$ cat src/fpurs_regs.vh
/*
 Constants for the FPU result and status control block: register map,
 field positions, reset values and rounding mode codes.
 Assumes inclusion by the single design file fpurs_top.v.
*/
`ifndef FPURS_REGS_VH
`define FPURS_REGS_VH

// Register byte offsets
`define FPURS_CTRL_OFF 4'h0
`define FPURS_STAT_OFF 4'h4
`define FPURS_RESH_OFF 4'h8
`define FPURS_RESL_OFF 4'hC

// Control field positions
`define FPURS_CTRL_BYPASS 0
`define FPURS_CTRL_RND_LO 1
`define FPURS_CTRL_RND_HI 2
`define FPURS_CTRL_HALF 3
`define FPURS_CTRL_CSRC 4
`define FPURS_CTRL_OEN 5
`define FPURS_CTRL_RST 6'h20

// Status field positions
`define FPURS_ST_RNDC 0
`define FPURS_ST_ORIG 1
`define FPURS_ST_EXB 2
`define FPURS_ST_EXA 3
`define FPURS_ST_UNDER 4
`define FPURS_ST_NAN_COMPARE_FLAG 5

// Rounding modes
`define FPURS_RND_NEAR 2'h0
`define FPURS_RND_ZERO 2'h1
`define FPURS_RND_PINF 2'h2
`define FPURS_RND_MINF 2'h3

// Bus responses
`define FPURS_RESP_OK 2'h0
`define FPURS_RESP_SLVERR 2'h2

`endif

$ cat src/fpurs_top.v
/*
 FPU result and status control: stage-two status/product/sum registers
 with bypass, rounding on a 64-bit result, half select onto a 32-bit Y bus
 with byte parity, and exception and comparison flags.
 Assumes an AXI4-Lite master for control, and ALU and multiplier datapaths
 that present operands, raw results and their classification on ports.
*/
`timescale 1ns/1ps
`include "fpurs_regs.vh"

module fpurs_top (
    // Clock and reset
    input wire aclk,
    input wire aresetn,
    // AXI4-Lite write address
    input wire [3:0] s_axi_awaddr,
    input wire s_axi_awvalid,
    output reg s_axi_awready,
    // AXI4-Lite write data
    input wire [31:0] s_axi_wdata,
    input wire [3:0] s_axi_wstrb,
    input wire s_axi_wvalid,
    output reg s_axi_wready,
    // AXI4-Lite write response
    output reg [1:0] s_axi_bresp,
    output reg s_axi_bvalid,
    input wire s_axi_bready,
    // AXI4-Lite read address
    input wire [3:0] s_axi_araddr,
    input wire s_axi_arvalid,
    output reg s_axi_arready,
    // AXI4-Lite read data
    output reg [31:0] s_axi_rdata,
    output reg [1:0] s_axi_rresp,
    output reg s_axi_rvalid,
    input wire s_axi_rready,
    // Datapath results
    input wire [63:0] alu_result,
    input wire [63:0] mul_result,
    input wire alu_inexact,
    input wire mul_inexact,
    input wire alu_tiny,
    input wire mul_tiny,
    input wire result_wrapped,
    input wire mul_active,
    // Operand classification
    input wire a_operand_nan,
    input wire a_operand_denorm,
    input wire b_operand_nan,
    input wire b_operand_denorm,
    input wire compare_op,
    // Controller selects
    input wire [7:0] operand_source_select,
    input wire [1:0] chained_status_select,
    // Y bus three signals, parity two
    input wire [31:0] y_in,
    output reg [31:0] y_out,
    output reg y_oe,
    output reg [3:0] y_port_parity,
    output reg y_parity_oe,
    // Status flags
    output reg rounding_carry_flag,
    output reg status_origin_flag,
    output reg b_port_exception_flag,
    output reg a_port_exception_flag,
    output reg underflow_flag,
    output reg nan_compare_flag,
    // Selection seen by the datapath
    output reg [7:0] operand_select_q,
    output reg [63:0] c_register_q
);

    function [3:0] fpurs_parity;
        input [31:0] w;
        begin
            fpurs_parity = {^w[31:24], ^w[23:16], ^w[15:8], ^w[7:0]};
        end
    endfunction

    reg [5:0] ctrl_q;
    wire bypass = ctrl_q[`FPURS_CTRL_BYPASS];
    wire [1:0] round_mode = {ctrl_q[`FPURS_CTRL_RND_HI],
                             ctrl_q[`FPURS_CTRL_RND_LO]};
    wire result_half_select = ctrl_q[`FPURS_CTRL_HALF];
    wire c_register_source_select = ctrl_q[`FPURS_CTRL_CSRC];
    wire y_bus_drive_enable_n = ctrl_q[`FPURS_CTRL_OEN];

    // Chained selection overrides the current unit
    reg use_mul;
    always @* begin
        case (chained_status_select)
            2'h1: use_mul = 1'b0;
            2'h2: use_mul = 1'b1;
            default: use_mul = mul_active;
        endcase
    end

    // Rounding: guard bit is bit 0 of the 64-bit result, bit 1 is the LSB, no sticky bit
    reg [63:0] raw;
    reg sign;
    reg rnd_up;
    reg [63:0] rounded;
    always @* begin
        raw = use_mul ? mul_result : alu_result;
        sign = raw[63];
        case (round_mode)
            `FPURS_RND_NEAR: rnd_up = raw[0] & raw[1];
            `FPURS_RND_ZERO: rnd_up = 1'b0;
            `FPURS_RND_PINF: rnd_up = ~sign & raw[0];
            `FPURS_RND_MINF: rnd_up = sign & raw[0];
            default: rnd_up = 1'b0;
        endcase
        rounded = raw + {63'h0, rnd_up};
    end

    // Next status and product/sum values
    wire [5:0] stat_d = {
        compare_op & (a_operand_nan | b_operand_nan),
        use_mul ? (mul_inexact & mul_tiny)
                : (alu_inexact & alu_tiny),
        a_operand_nan | a_operand_denorm,
        b_operand_nan | b_operand_denorm,
        use_mul,
        result_wrapped & rnd_up};
    reg [5:0] stat_q;
    reg [63:0] prod_q;
    reg [63:0] sum_q;

    // Flowthrough picks combinational values; data regs ignore reset
    wire [5:0] stat_v = bypass ? stat_d : stat_q;
    wire [63:0] prod_v = bypass ? rounded : prod_q;
    wire [63:0] sum_v = bypass ? rounded : sum_q;
    wire [63:0] result_v = use_mul ? prod_v : sum_v;
    wire [31:0] y_word = result_half_select ? result_v[63:32]
                                            : result_v[31:0];

    always @(posedge aclk) begin
        if (use_mul)
            prod_q <= rounded;
        else
            sum_q <= rounded;
        c_register_q <= c_register_source_select ? prod_v : sum_v;
    end

    always @(posedge aclk) begin
        if (!aresetn) begin
            stat_q <= 6'h00;
        end else begin
            stat_q <= stat_d;
        end
    end

    // Pin outputs registered; adds one cycle after the bypass mux
    always @(posedge aclk) begin
        if (!aresetn) begin
            y_out <= 32'h0;
            y_oe <= 1'b0;
            y_port_parity <= 4'h0;
            y_parity_oe <= 1'b0;
            rounding_carry_flag <= 1'b0;
            status_origin_flag <= 1'b0;
            b_port_exception_flag <= 1'b0;
            a_port_exception_flag <= 1'b0;
            underflow_flag <= 1'b0;
            nan_compare_flag <= 1'b0;
            operand_select_q <= 8'h00;
        end else begin
            y_out <= y_word;
            y_oe <= ~y_bus_drive_enable_n;
            y_port_parity <= fpurs_parity(y_word);
            y_parity_oe <= ~y_bus_drive_enable_n;
            rounding_carry_flag <= stat_v[`FPURS_ST_RNDC];
            status_origin_flag <= stat_v[`FPURS_ST_ORIG];
            b_port_exception_flag <= stat_v[`FPURS_ST_EXB];
            a_port_exception_flag <= stat_v[`FPURS_ST_EXA];
            underflow_flag <= stat_v[`FPURS_ST_UNDER];
            nan_compare_flag <= stat_v[`FPURS_ST_NAN_COMPARE_FLAG];
            operand_select_q <= operand_source_select;
        end
    end

    // AXI4-Lite write: address and data taken in either order
    reg aw_hold_q;
    reg w_hold_q;
    reg [3:0] awaddr_q;
    reg [31:0] wdata_q;
    reg [3:0] wstrb_q;
    wire aw_ok = aw_hold_q | (s_axi_awvalid & s_axi_awready);
    wire w_ok = w_hold_q | (s_axi_wvalid & s_axi_wready);
    wire [3:0] wa = aw_hold_q ? awaddr_q : s_axi_awaddr;
    wire [31:0] wd = w_hold_q ? wdata_q : s_axi_wdata;
    wire [3:0] ws = w_hold_q ? wstrb_q : s_axi_wstrb;
    wire do_write = aw_ok & w_ok & ~s_axi_bvalid;

    always @(posedge aclk) begin
        if (!aresetn) begin
            aw_hold_q <= 1'b0;
            w_hold_q <= 1'b0;
            awaddr_q <= 4'h0;
            wdata_q <= 32'h0;
            wstrb_q <= 4'h0;
            s_axi_awready <= 1'b0;
            s_axi_wready <= 1'b0;
            s_axi_bvalid <= 1'b0;
            s_axi_bresp <= `FPURS_RESP_OK;
            ctrl_q <= `FPURS_CTRL_RST;
        end else begin
            s_axi_awready <= ~aw_ok & ~s_axi_awready & ~s_axi_bvalid;
            s_axi_wready <= ~w_ok & ~s_axi_wready & ~s_axi_bvalid;
            if (s_axi_awvalid & s_axi_awready) begin
                aw_hold_q <= 1'b1;
                awaddr_q <= s_axi_awaddr;
            end
            if (s_axi_wvalid & s_axi_wready) begin
                w_hold_q <= 1'b1;
                wdata_q <= s_axi_wdata;
                wstrb_q <= s_axi_wstrb;
            end
            if (do_write) begin
                aw_hold_q <= 1'b0;
                w_hold_q <= 1'b0;
                s_axi_bvalid <= 1'b1;
                if (wa == `FPURS_CTRL_OFF) begin
                    s_axi_bresp <= `FPURS_RESP_OK;
                    if (ws[0])
                        ctrl_q <= wd[5:0];
                end else if (wa == `FPURS_STAT_OFF ||
                             wa == `FPURS_RESH_OFF ||
                             wa == `FPURS_RESL_OFF) begin
                    s_axi_bresp <= `FPURS_RESP_OK;
                end else begin
                    s_axi_bresp <= `FPURS_RESP_SLVERR;
                end
            end else if (s_axi_bvalid & s_axi_bready) begin
                s_axi_bvalid <= 1'b0;
            end
        end
    end

    // AXI4-Lite read
    always @(posedge aclk) begin
        if (!aresetn) begin
            s_axi_arready <= 1'b0;
            s_axi_rvalid <= 1'b0;
            s_axi_rdata <= 32'h0;
            s_axi_rresp <= `FPURS_RESP_OK;
        end else begin
            s_axi_arready <= ~s_axi_arready & ~s_axi_rvalid & s_axi_arvalid;
            if (s_axi_arvalid & s_axi_arready) begin
                s_axi_rvalid <= 1'b1;
                s_axi_rresp <= `FPURS_RESP_OK;
                case (s_axi_araddr)
                    `FPURS_CTRL_OFF: s_axi_rdata <= {26'h0, ctrl_q};
                    `FPURS_STAT_OFF: s_axi_rdata <= {26'h0, stat_v};
                    `FPURS_RESH_OFF: s_axi_rdata <= result_v[63:32];
                    `FPURS_RESL_OFF: s_axi_rdata <= result_v[31:0];
                    default: begin
                        s_axi_rdata <= 32'h0;
                        s_axi_rresp <= `FPURS_RESP_SLVERR;
                    end
                endcase
            end else if (s_axi_rvalid & s_axi_rready) begin
                s_axi_rvalid <= 1'b0;
            end
        end
    end

endmodule // fpurs_top

$ cat config.mk
export PLATFORM = sky130hd
export DESIGN_NAME = fpurs_top
export DESIGN_NICKNAME = d
export VERILOG_FILES = /design/src/fpurs_top.v
export VERILOG_INCLUDE_DIRS = /design/src
export SDC_FILE = /design/constraint.sdc
export NUM_CORES = 1
export LEC_CHECK = 0
export BUFFER_PORTS_ARGS = -buffer_cell sky130_fd_sc_hd__buf_2
export CAP_MARGIN = 20
export CORE_UTILIZATION = 48
export DETAILED_ROUTE_END_ITERATION = 16
export GPL_TIMING_DRIVEN = 0
export MAX_ROUTING_LAYER = met4
export PLACE_DENSITY = 0.75
export SETUP_SLACK_MARGIN = 0.1
export SLEW_MARGIN = 20
export SYNTH_ARGS = -nofsm -noshare
export SYNTH_HDL_FRONTEND = slang
export SYNTH_SLANG_ARGS = --single-unit
$ cat constraint.sdc
create_clock -name aclk -period 11.4 [get_ports aclk]
set_input_delay 2.28 -clock aclk [delete_from_list [all_inputs] [get_ports aclk]]
set_output_delay 2.28 -clock aclk [all_outputs]
set_load 0.1 [all_outputs]
After elaboration in Yosys (flattened, before gate mapping)
Index checks and enable logic that the tools add are counted.

word-level totals
  bits in registers = 309
  input port bits = 232
  output and inout port bits = 157
  word-level logic and storage cells = 110

cells by class
  add/sub/neg operators = 1
  eq/ne operators = 11
  mux-type cells = 21
  bitwise gates (word level) = 35
  reductions and logical operators = 14

operator list
  operator            count
  $mux 64             5
  $pmux 32 s4         1
  $add 64x1->64       1
  $mux 32             1
  $reduce_xor 8->1    4
  $and 1x1->1         20
  $eq 4x4->1 const B  4
  $mux 6              2
  $not 1->1           10
  $eq 4x3->1 const B  2
  $logic_not 4->1     2
  $eq 2x2->1 const B  3
  $mux 1              6
  $mux 2              3
  $or 1x1->1          5
  $eq 2x1->1 const B  2
  $mux 4              1
  $pmux 1 s4          1
  $reduce_bool 2->1   2
  $reduce_or 4->1     1
  $reduce_and 3->1    1
  $logic_not 2->1     1
  $logic_or 1x1->1    2
  $pmux 1 s2          1
  $reduce_or 2->1     1

Depth between registers and ports, before layout
  word-level depth = 11
  mapped depth = 27
  mapped depth without buffers = 20

Worst setup path after synthesis
OpenSTA, ideal clock, no wires.

  kind = input-to-reg
  start = input chained_status_select[0]
  end = register y_port_parity[1]
  setup time = 0.115 ns
  arrival time = 9.102 ns
  required time = 11.285 ns
  slack = 2.183 ns
  cell stages on the path = 24
  buffers on the path = 6
  cells stage by stage = inv_1 > ha_1 > mux2_4 > inv_4 > buf_6 > buf_2 > buf_2 > buf_2 > buf_2 > buf_1 > nand2_1 > nand2_1 > and2_1 > ha_1 > nand2_1 > nor4_4 > o2111ai_1 > nor4_1 > xor2_1 > mux4_2 > xnor2_1 > xnor3_1 > xnor3_1 > and2_1

between the ends
  longest elaborated chain between the ends = 11
  elaborated cells between the ends (all ways) = 15
  those cells by class = add/sub (1); eq/ne (2); mux (7); bitwise (4); reduce/logical (1)

RTL lines
  what                                      RTL line                          text
  from (decl)                               fpurs_top.v:54                    input wire [1:0] chained_status_select,
  $eq 2x2->1 or $eq 2x1->1 (tied branches)  fpurs_top.v:91                    case (chained_status_select)
  $pmux 1 s2 *                              fpurs_top.v:91
  $mux 64                                   fpurs_top.v:104                   raw = use_mul ? mul_result : alu_result;
  $not 1->1                                 fpurs_top.v:109                   `FPURS_RND_PINF: rnd_up = ~sign & raw[0];
  $and 1x1->1                               fpurs_top.v:109
  $pmux 1 s4                                fpurs_top.v:106                   case (round_mode)
  $add 64x1->64                             fpurs_top.v:113                   rounded = raw + {63'h0, rnd_up};
  $mux 64, on equally long branches         fpurs_top.v:132, fpurs_top.v:131
  $mux 64 *                                 fpurs_top.v:133                   wire [63:0] result_v = use_mul ? prod_v : sum_v;
  $mux 32 *                                 fpurs_top.v:134                   wire [31:0] y_word = result_half_select ? result_v[63:32]
  $reduce_xor 8->1 *                        fpurs_top.v:76                    fpurs_parity = {^w[31:24], ^w[23:16], ^w[15:8], ^w[7:0]};
  to (signal assigned)                      fpurs_top.v:170                   y_port_parity <= fpurs_parity(y_word);
  to (decl)                                 fpurs_top.v:59                    output reg [3:0] y_port_parity,

Every way passes the cells marked *; elsewhere a longest branch is shown, timed or not.
A chain may end at the register's enable or synchronous reset.

Worst setup path after layout
  start = input chained_status_select[0]
  end = register y_port_parity[2]

between the ends
  longest elaborated chain between the ends = 11
  elaborated cells between the ends (all ways) = 15
  those cells by class = add/sub (1); eq/ne (2); mux (7); bitwise (4); reduce/logical (1)

RTL lines
  what                                      RTL line                          text
  $eq 2x2->1 or $eq 2x1->1 (tied branches)  fpurs_top.v:91
  $pmux 1 s2 *                              fpurs_top.v:91
  net stat_d[1]                             fpurs_top.v:117                   wire [5:0] stat_d = {
  $mux 64                                   fpurs_top.v:104
  $not 1->1                                 fpurs_top.v:109
  $and 1x1->1                               fpurs_top.v:109
  $pmux 1 s4                                fpurs_top.v:106
  $add 64x1->64                             fpurs_top.v:113
  $mux 64, on equally long branches         fpurs_top.v:132, fpurs_top.v:131
  $mux 64 *                                 fpurs_top.v:133
  $mux 32 *                                 fpurs_top.v:134
  $reduce_xor 8->1 *                        fpurs_top.v:76

The timed path passes the listed nets; every way through them passes the cells marked *.

==> flow_summary.json <==
{
  "reg2reg_setup_slack_ns": 5.44,
  "drive_gt1_share_pct": 22.2,
  "synth.ff_latch_count": 307,
  "synthCells": 1704,
  "cts_made_buffers": 35,
  "ys_top_cells_by_area": "edfxtp_1 (24%), dfxtp_1 (22%), mux2i_1 (10%)",
  "die_w_um": 186,
  "synth_seq_area_share_pct": 45.5,
  "min_period_over_period_pct": 92.7,
  "p_comb_share_pct": 32.5,
  "p_switching_mw": 1.44,
  "netlist.area_leader.share_pct": 23.5,
  "coreArea_sq_um": 33500,
  "drt-total-wl_um": 72500,
  "max_cap_violations": 0,
  "track_usage_pct": 41.9,
  "synthMuxAreaShare_pct": 12.5,
  "antenna_found_initial": 3,
  "pwr-share-seq_pct": 37.0,
  "period_minus_slack_ns": 10.56,
  "tightest_slew_ns": 1.23,
  "p_sw_share_pct": 39.1,
  "h-tree-depth": 2,
  "hold_buffers": 0,
  "skew_ns": 0.0149,
  "drv_slew": 0,
  "wl_per_cell_um": 28.5,
  "dr.pass1.iters": 5,
  "syn-cell-area_sq_um": 16300,
  "numPortBuffers": 324,
  "fmax_ghz": 0.0947,
  "status": "finished clean",
  "peakVddDrop_v": 0.000147,
  "ant_nets": 0,
  "overflow": 0,
  "cts_buffer_depth": 3,
  "yosysMostFrequentCell": "nand2_1",
  "endpoint": "y_port_parity[2]$_SDFF_PN0_",
  "synth_edf_count": 128,
  "clockPowerShare_pct": 30.5,
  "nNetsFinal": 2306,
  "pin_count": 389,
  "synth_compound_area_share_pct": 13.8,
  "crit_type": "in2reg",
  "synth-main-ff-cell": "dfxtp_1",
  "synth_cell_types": 81,
  "gp_congestion": 1.09,
  "grt_max_degree": 47,
  "initial_core_util_pct": 48.7,
  "clock-sinks": 307,
  "vias": 16310,
  "synth-simple-area-share_pct": 18.5,
  "ys_top_cells_by_count": "nand2_1 (187), dfxtp_1 (179), mux2i_1 (171), nor2_1 (153), edfxtp_1 (128)",
  "cp-start-kind": "input pin",
  "cp-startpoint": "chained_status_select[0]",
  "cts_tree": "built",
  "finalHoldViolations": 0,
  "yosys_warnings": 0,
  "avgViaCountPerCell": 6.41,
  "r2r_cells": 9,
  "ctsResizeCount": 0,
  "p_leak_nw": 7.97,
  "r2r-end": "c_register_q[40]$_DFF_P_",
  "area_delta_synth_final_pct": 21.1,
  "path_max_fanout": 46,
  "hpwlAfterDp_um": 55100,
  "post_synth_xor_area_fraction_pct": 5.23,
  "clk_pin_slew_ns": 0.06,
  "synth_top_family_by_area": "simple AND/OR/NAND/NOR gates",
  "hold_path_class": "reg2reg",
  "cts_setup_buffers": 0,
  "die_area_sq_um": 34800,
  "die_h_um": 186,
  "grt_pass1_wl_um": 103000,
  "root_buffer": "clkbuf_16",
  "drc": 0,
  "rsz0062_at_grt": "false",
  "synthArstFlopShare_pct": 0,
  "r2r_start": "ctrl_q[0]$_SDFFE_PN0P_",
  "power_mw": 3.69,
  "syn_avg_cell_area_sq_um": 9.58,
  "crit_path_end_kind": "flop",
  "post-synth-top-area-cell": "edfxtp_1",
  "p_per_area_nw_per_um2": 187,
  "slew_headroom_pct": 17.9,
  "rows": 67,
  "synth_adder_area_share_pct": 0.307,
  "drt_iter0_drc": 2393,
  "timing.hold.ws_ns": 0.455,
  "clk_latency_ns": 0.53,
  "arrival_ns": 10.97,
  "grt_pass1_vias": 15550,
  "required_ns": 11.81,
  "internal_power_mw": 2.24,
  "setup_viol": 0
}
==> final cells by class <==
type                            instances  area (sq um)
Multi-Input combinational cell       1243          8240
Fill cell                            2993         13800
Tap cell                              448           561
Sequential cell                       307          7430
Inverter                               52           198
Buffer                                103           477
Clock buffer                           49          1020
Antenna cell                            3          7.51
Clock inverter                         13           114
Timing Repair Buffer                  328          1720
==> stage by stage <==
step | util [%] | setup WS, ns | cells | setup TNS, ns | instance area [sq um]
finish | 59.0 | 0.835 | 2546 | 0 | 19800
global route | 59.0 | 0.841 | 2546 | 0 | 19800
CTS | 58.9 | 1.31 | 2543 | 0 | 19800
detailed placement | 55.5 | 0.796 | 2481 | 0 | 18600
global placement | 55.2 | -1.77 | 2477 | -54.65 | 18500
floorplan | - | 2.18 | 1705 | 0 | 16300
==> metal layers <==
metal / routed length [um] / share of wire (%) / vias up / track usage, %
li1: - / - / 6946 / -
met1: 26700 / 37 / 7821 / 51.3
met2: 31700 / 44 / 1265 / 62.5
met3: 9650 / 13 / 278 / 11.8
met4: 4490 / 6.2 / 0 / 22.4
met5: 0 / 0 / - / -
==> power by group through the flow <==
stage               combinational (mW)  clock (mW)  sequential (mW)
floorplan                        0.384           0             1.85
global placement                  1.15           0             1.38
detailed placement                1.17           0             1.38
CTS                               1.17        1.12             1.36
global route                      1.23        1.17             1.38
finish                            1.20        1.12             1.36
==> cell families (layout without fill, tap and decap cells) <==
group,count (synthesis),in the layout
compound gates,344,344
xor+xnor,88,88
fa+ha+maj,4,4
buf+inv,155,545
flops,307,307
mux,189,189
other cells,1,5
simple gates,616,616
==> layout by cell type (no fill, tap or decap), drive strengths merged, types with 6 or more instances in the layout <==
| cell type | synthesis | layout |
|---|---|---|
| xnor3 | 6 | 6 |
| mux2i | 171 | 171 |
| a21boi | 26 | 26 |
| nor4 | 35 | 35 |
| and3 | 21 | 21 |
| nand2 | 187 | 187 |
| o21ai | 62 | 62 |
| nor2 | 153 | 153 |
| edfxtp | 128 | 128 |
| a31oi | 13 | 13 |
| a211oi | 29 | 29 |
| o221ai | 13 | 13 |
| xor2 | 32 | 32 |
| nor3b | 6 | 6 |
| clkbuf | 64 | 113 |
| a22oi | 11 | 11 |
| and4 | 7 | 7 |
| o211ai | 6 | 6 |
| mux4 | 11 | 11 |
| nor3 | 44 | 44 |
| nand4 | 24 | 24 |
| a221oi | 10 | 10 |
| dfxtp | 179 | 179 |
| nand3 | 66 | 66 |
| buf | 39 | 367 |
| a21oi | 115 | 115 |
| clkinv | 0 | 6 |
| nor4b | 8 | 8 |
| inv | 52 | 57 |
| a31o | 7 | 7 |
| nand2b | 8 | 8 |
| nor2b | 13 | 13 |
| and2 | 33 | 33 |
| xnor2 | 50 | 50 |
| mux2 | 7 | 7 |
| o22ai | 9 | 9 |
==> worst min path at each step <==
stage                                     start                           to  slack (ns)  cells after the start
finish                   ctrl_q[5]$_SDFFE_PN1P_       y_parity_oe$_SDFF_PN0_        0.46                      1
CTS                      ctrl_q[5]$_SDFFE_PN1P_       y_parity_oe$_SDFF_PN0_        0.45                      1
global route            wdata_q[1]$_SDFFE_PN0P_      wdata_q[1]$_SDFFE_PN0P_        0.47                      2
floorplan                ctrl_q[5]$_SDFFE_PN1P_       y_parity_oe$_SDFF_PN0_        0.40                      1
global placement         ctrl_q[5]$_SDFFE_PN1P_       y_parity_oe$_SDFF_PN0_        0.44                      1
detailed placement  s_axi_rdata[1]$_SDFFE_PN0P_  s_axi_rdata[1]$_SDFFE_PN0P_        0.45                      2
==> worst max-delay path, cell delays in order <==
cell	delay (ns)
buf_2	0.07
inv_1	0.03
ha_1	0.30
mux2_4	0.26
buf_6	0.19
buf_6	0.20
buf_2	0.34
buf_4	0.33
buf_4	0.36
buf_4	0.33
buf_4	0.37
buf_4	0.48
buf_16	0.30
nand2_1	0.09
nand2_1	0.11
and2_1	0.18
ha_1	0.43
nand2_1	0.17
nor4_4	0.50
o2111ai_1	0.67
nor4_1	0.52
xor2_1	0.66
mux4_2	0.42
xor2_1	0.58
xnor3_1	0.32
xnor3_1	0.18
and2_1	0.17
==> flip-flops by register name (all words and copies together), names as in the netlist, 4 cells and up <==
name	cells
y_out	32
y_port_parity	4
c_register_q	64
ctrl_q	6
prod_q	64
sum_q	64
operand_select_q	8
stat_q	6
wdata_q	6
awaddr_q	4
s_axi_rdata	32
No activity file was read; power rests on OpenSTA's default activity.
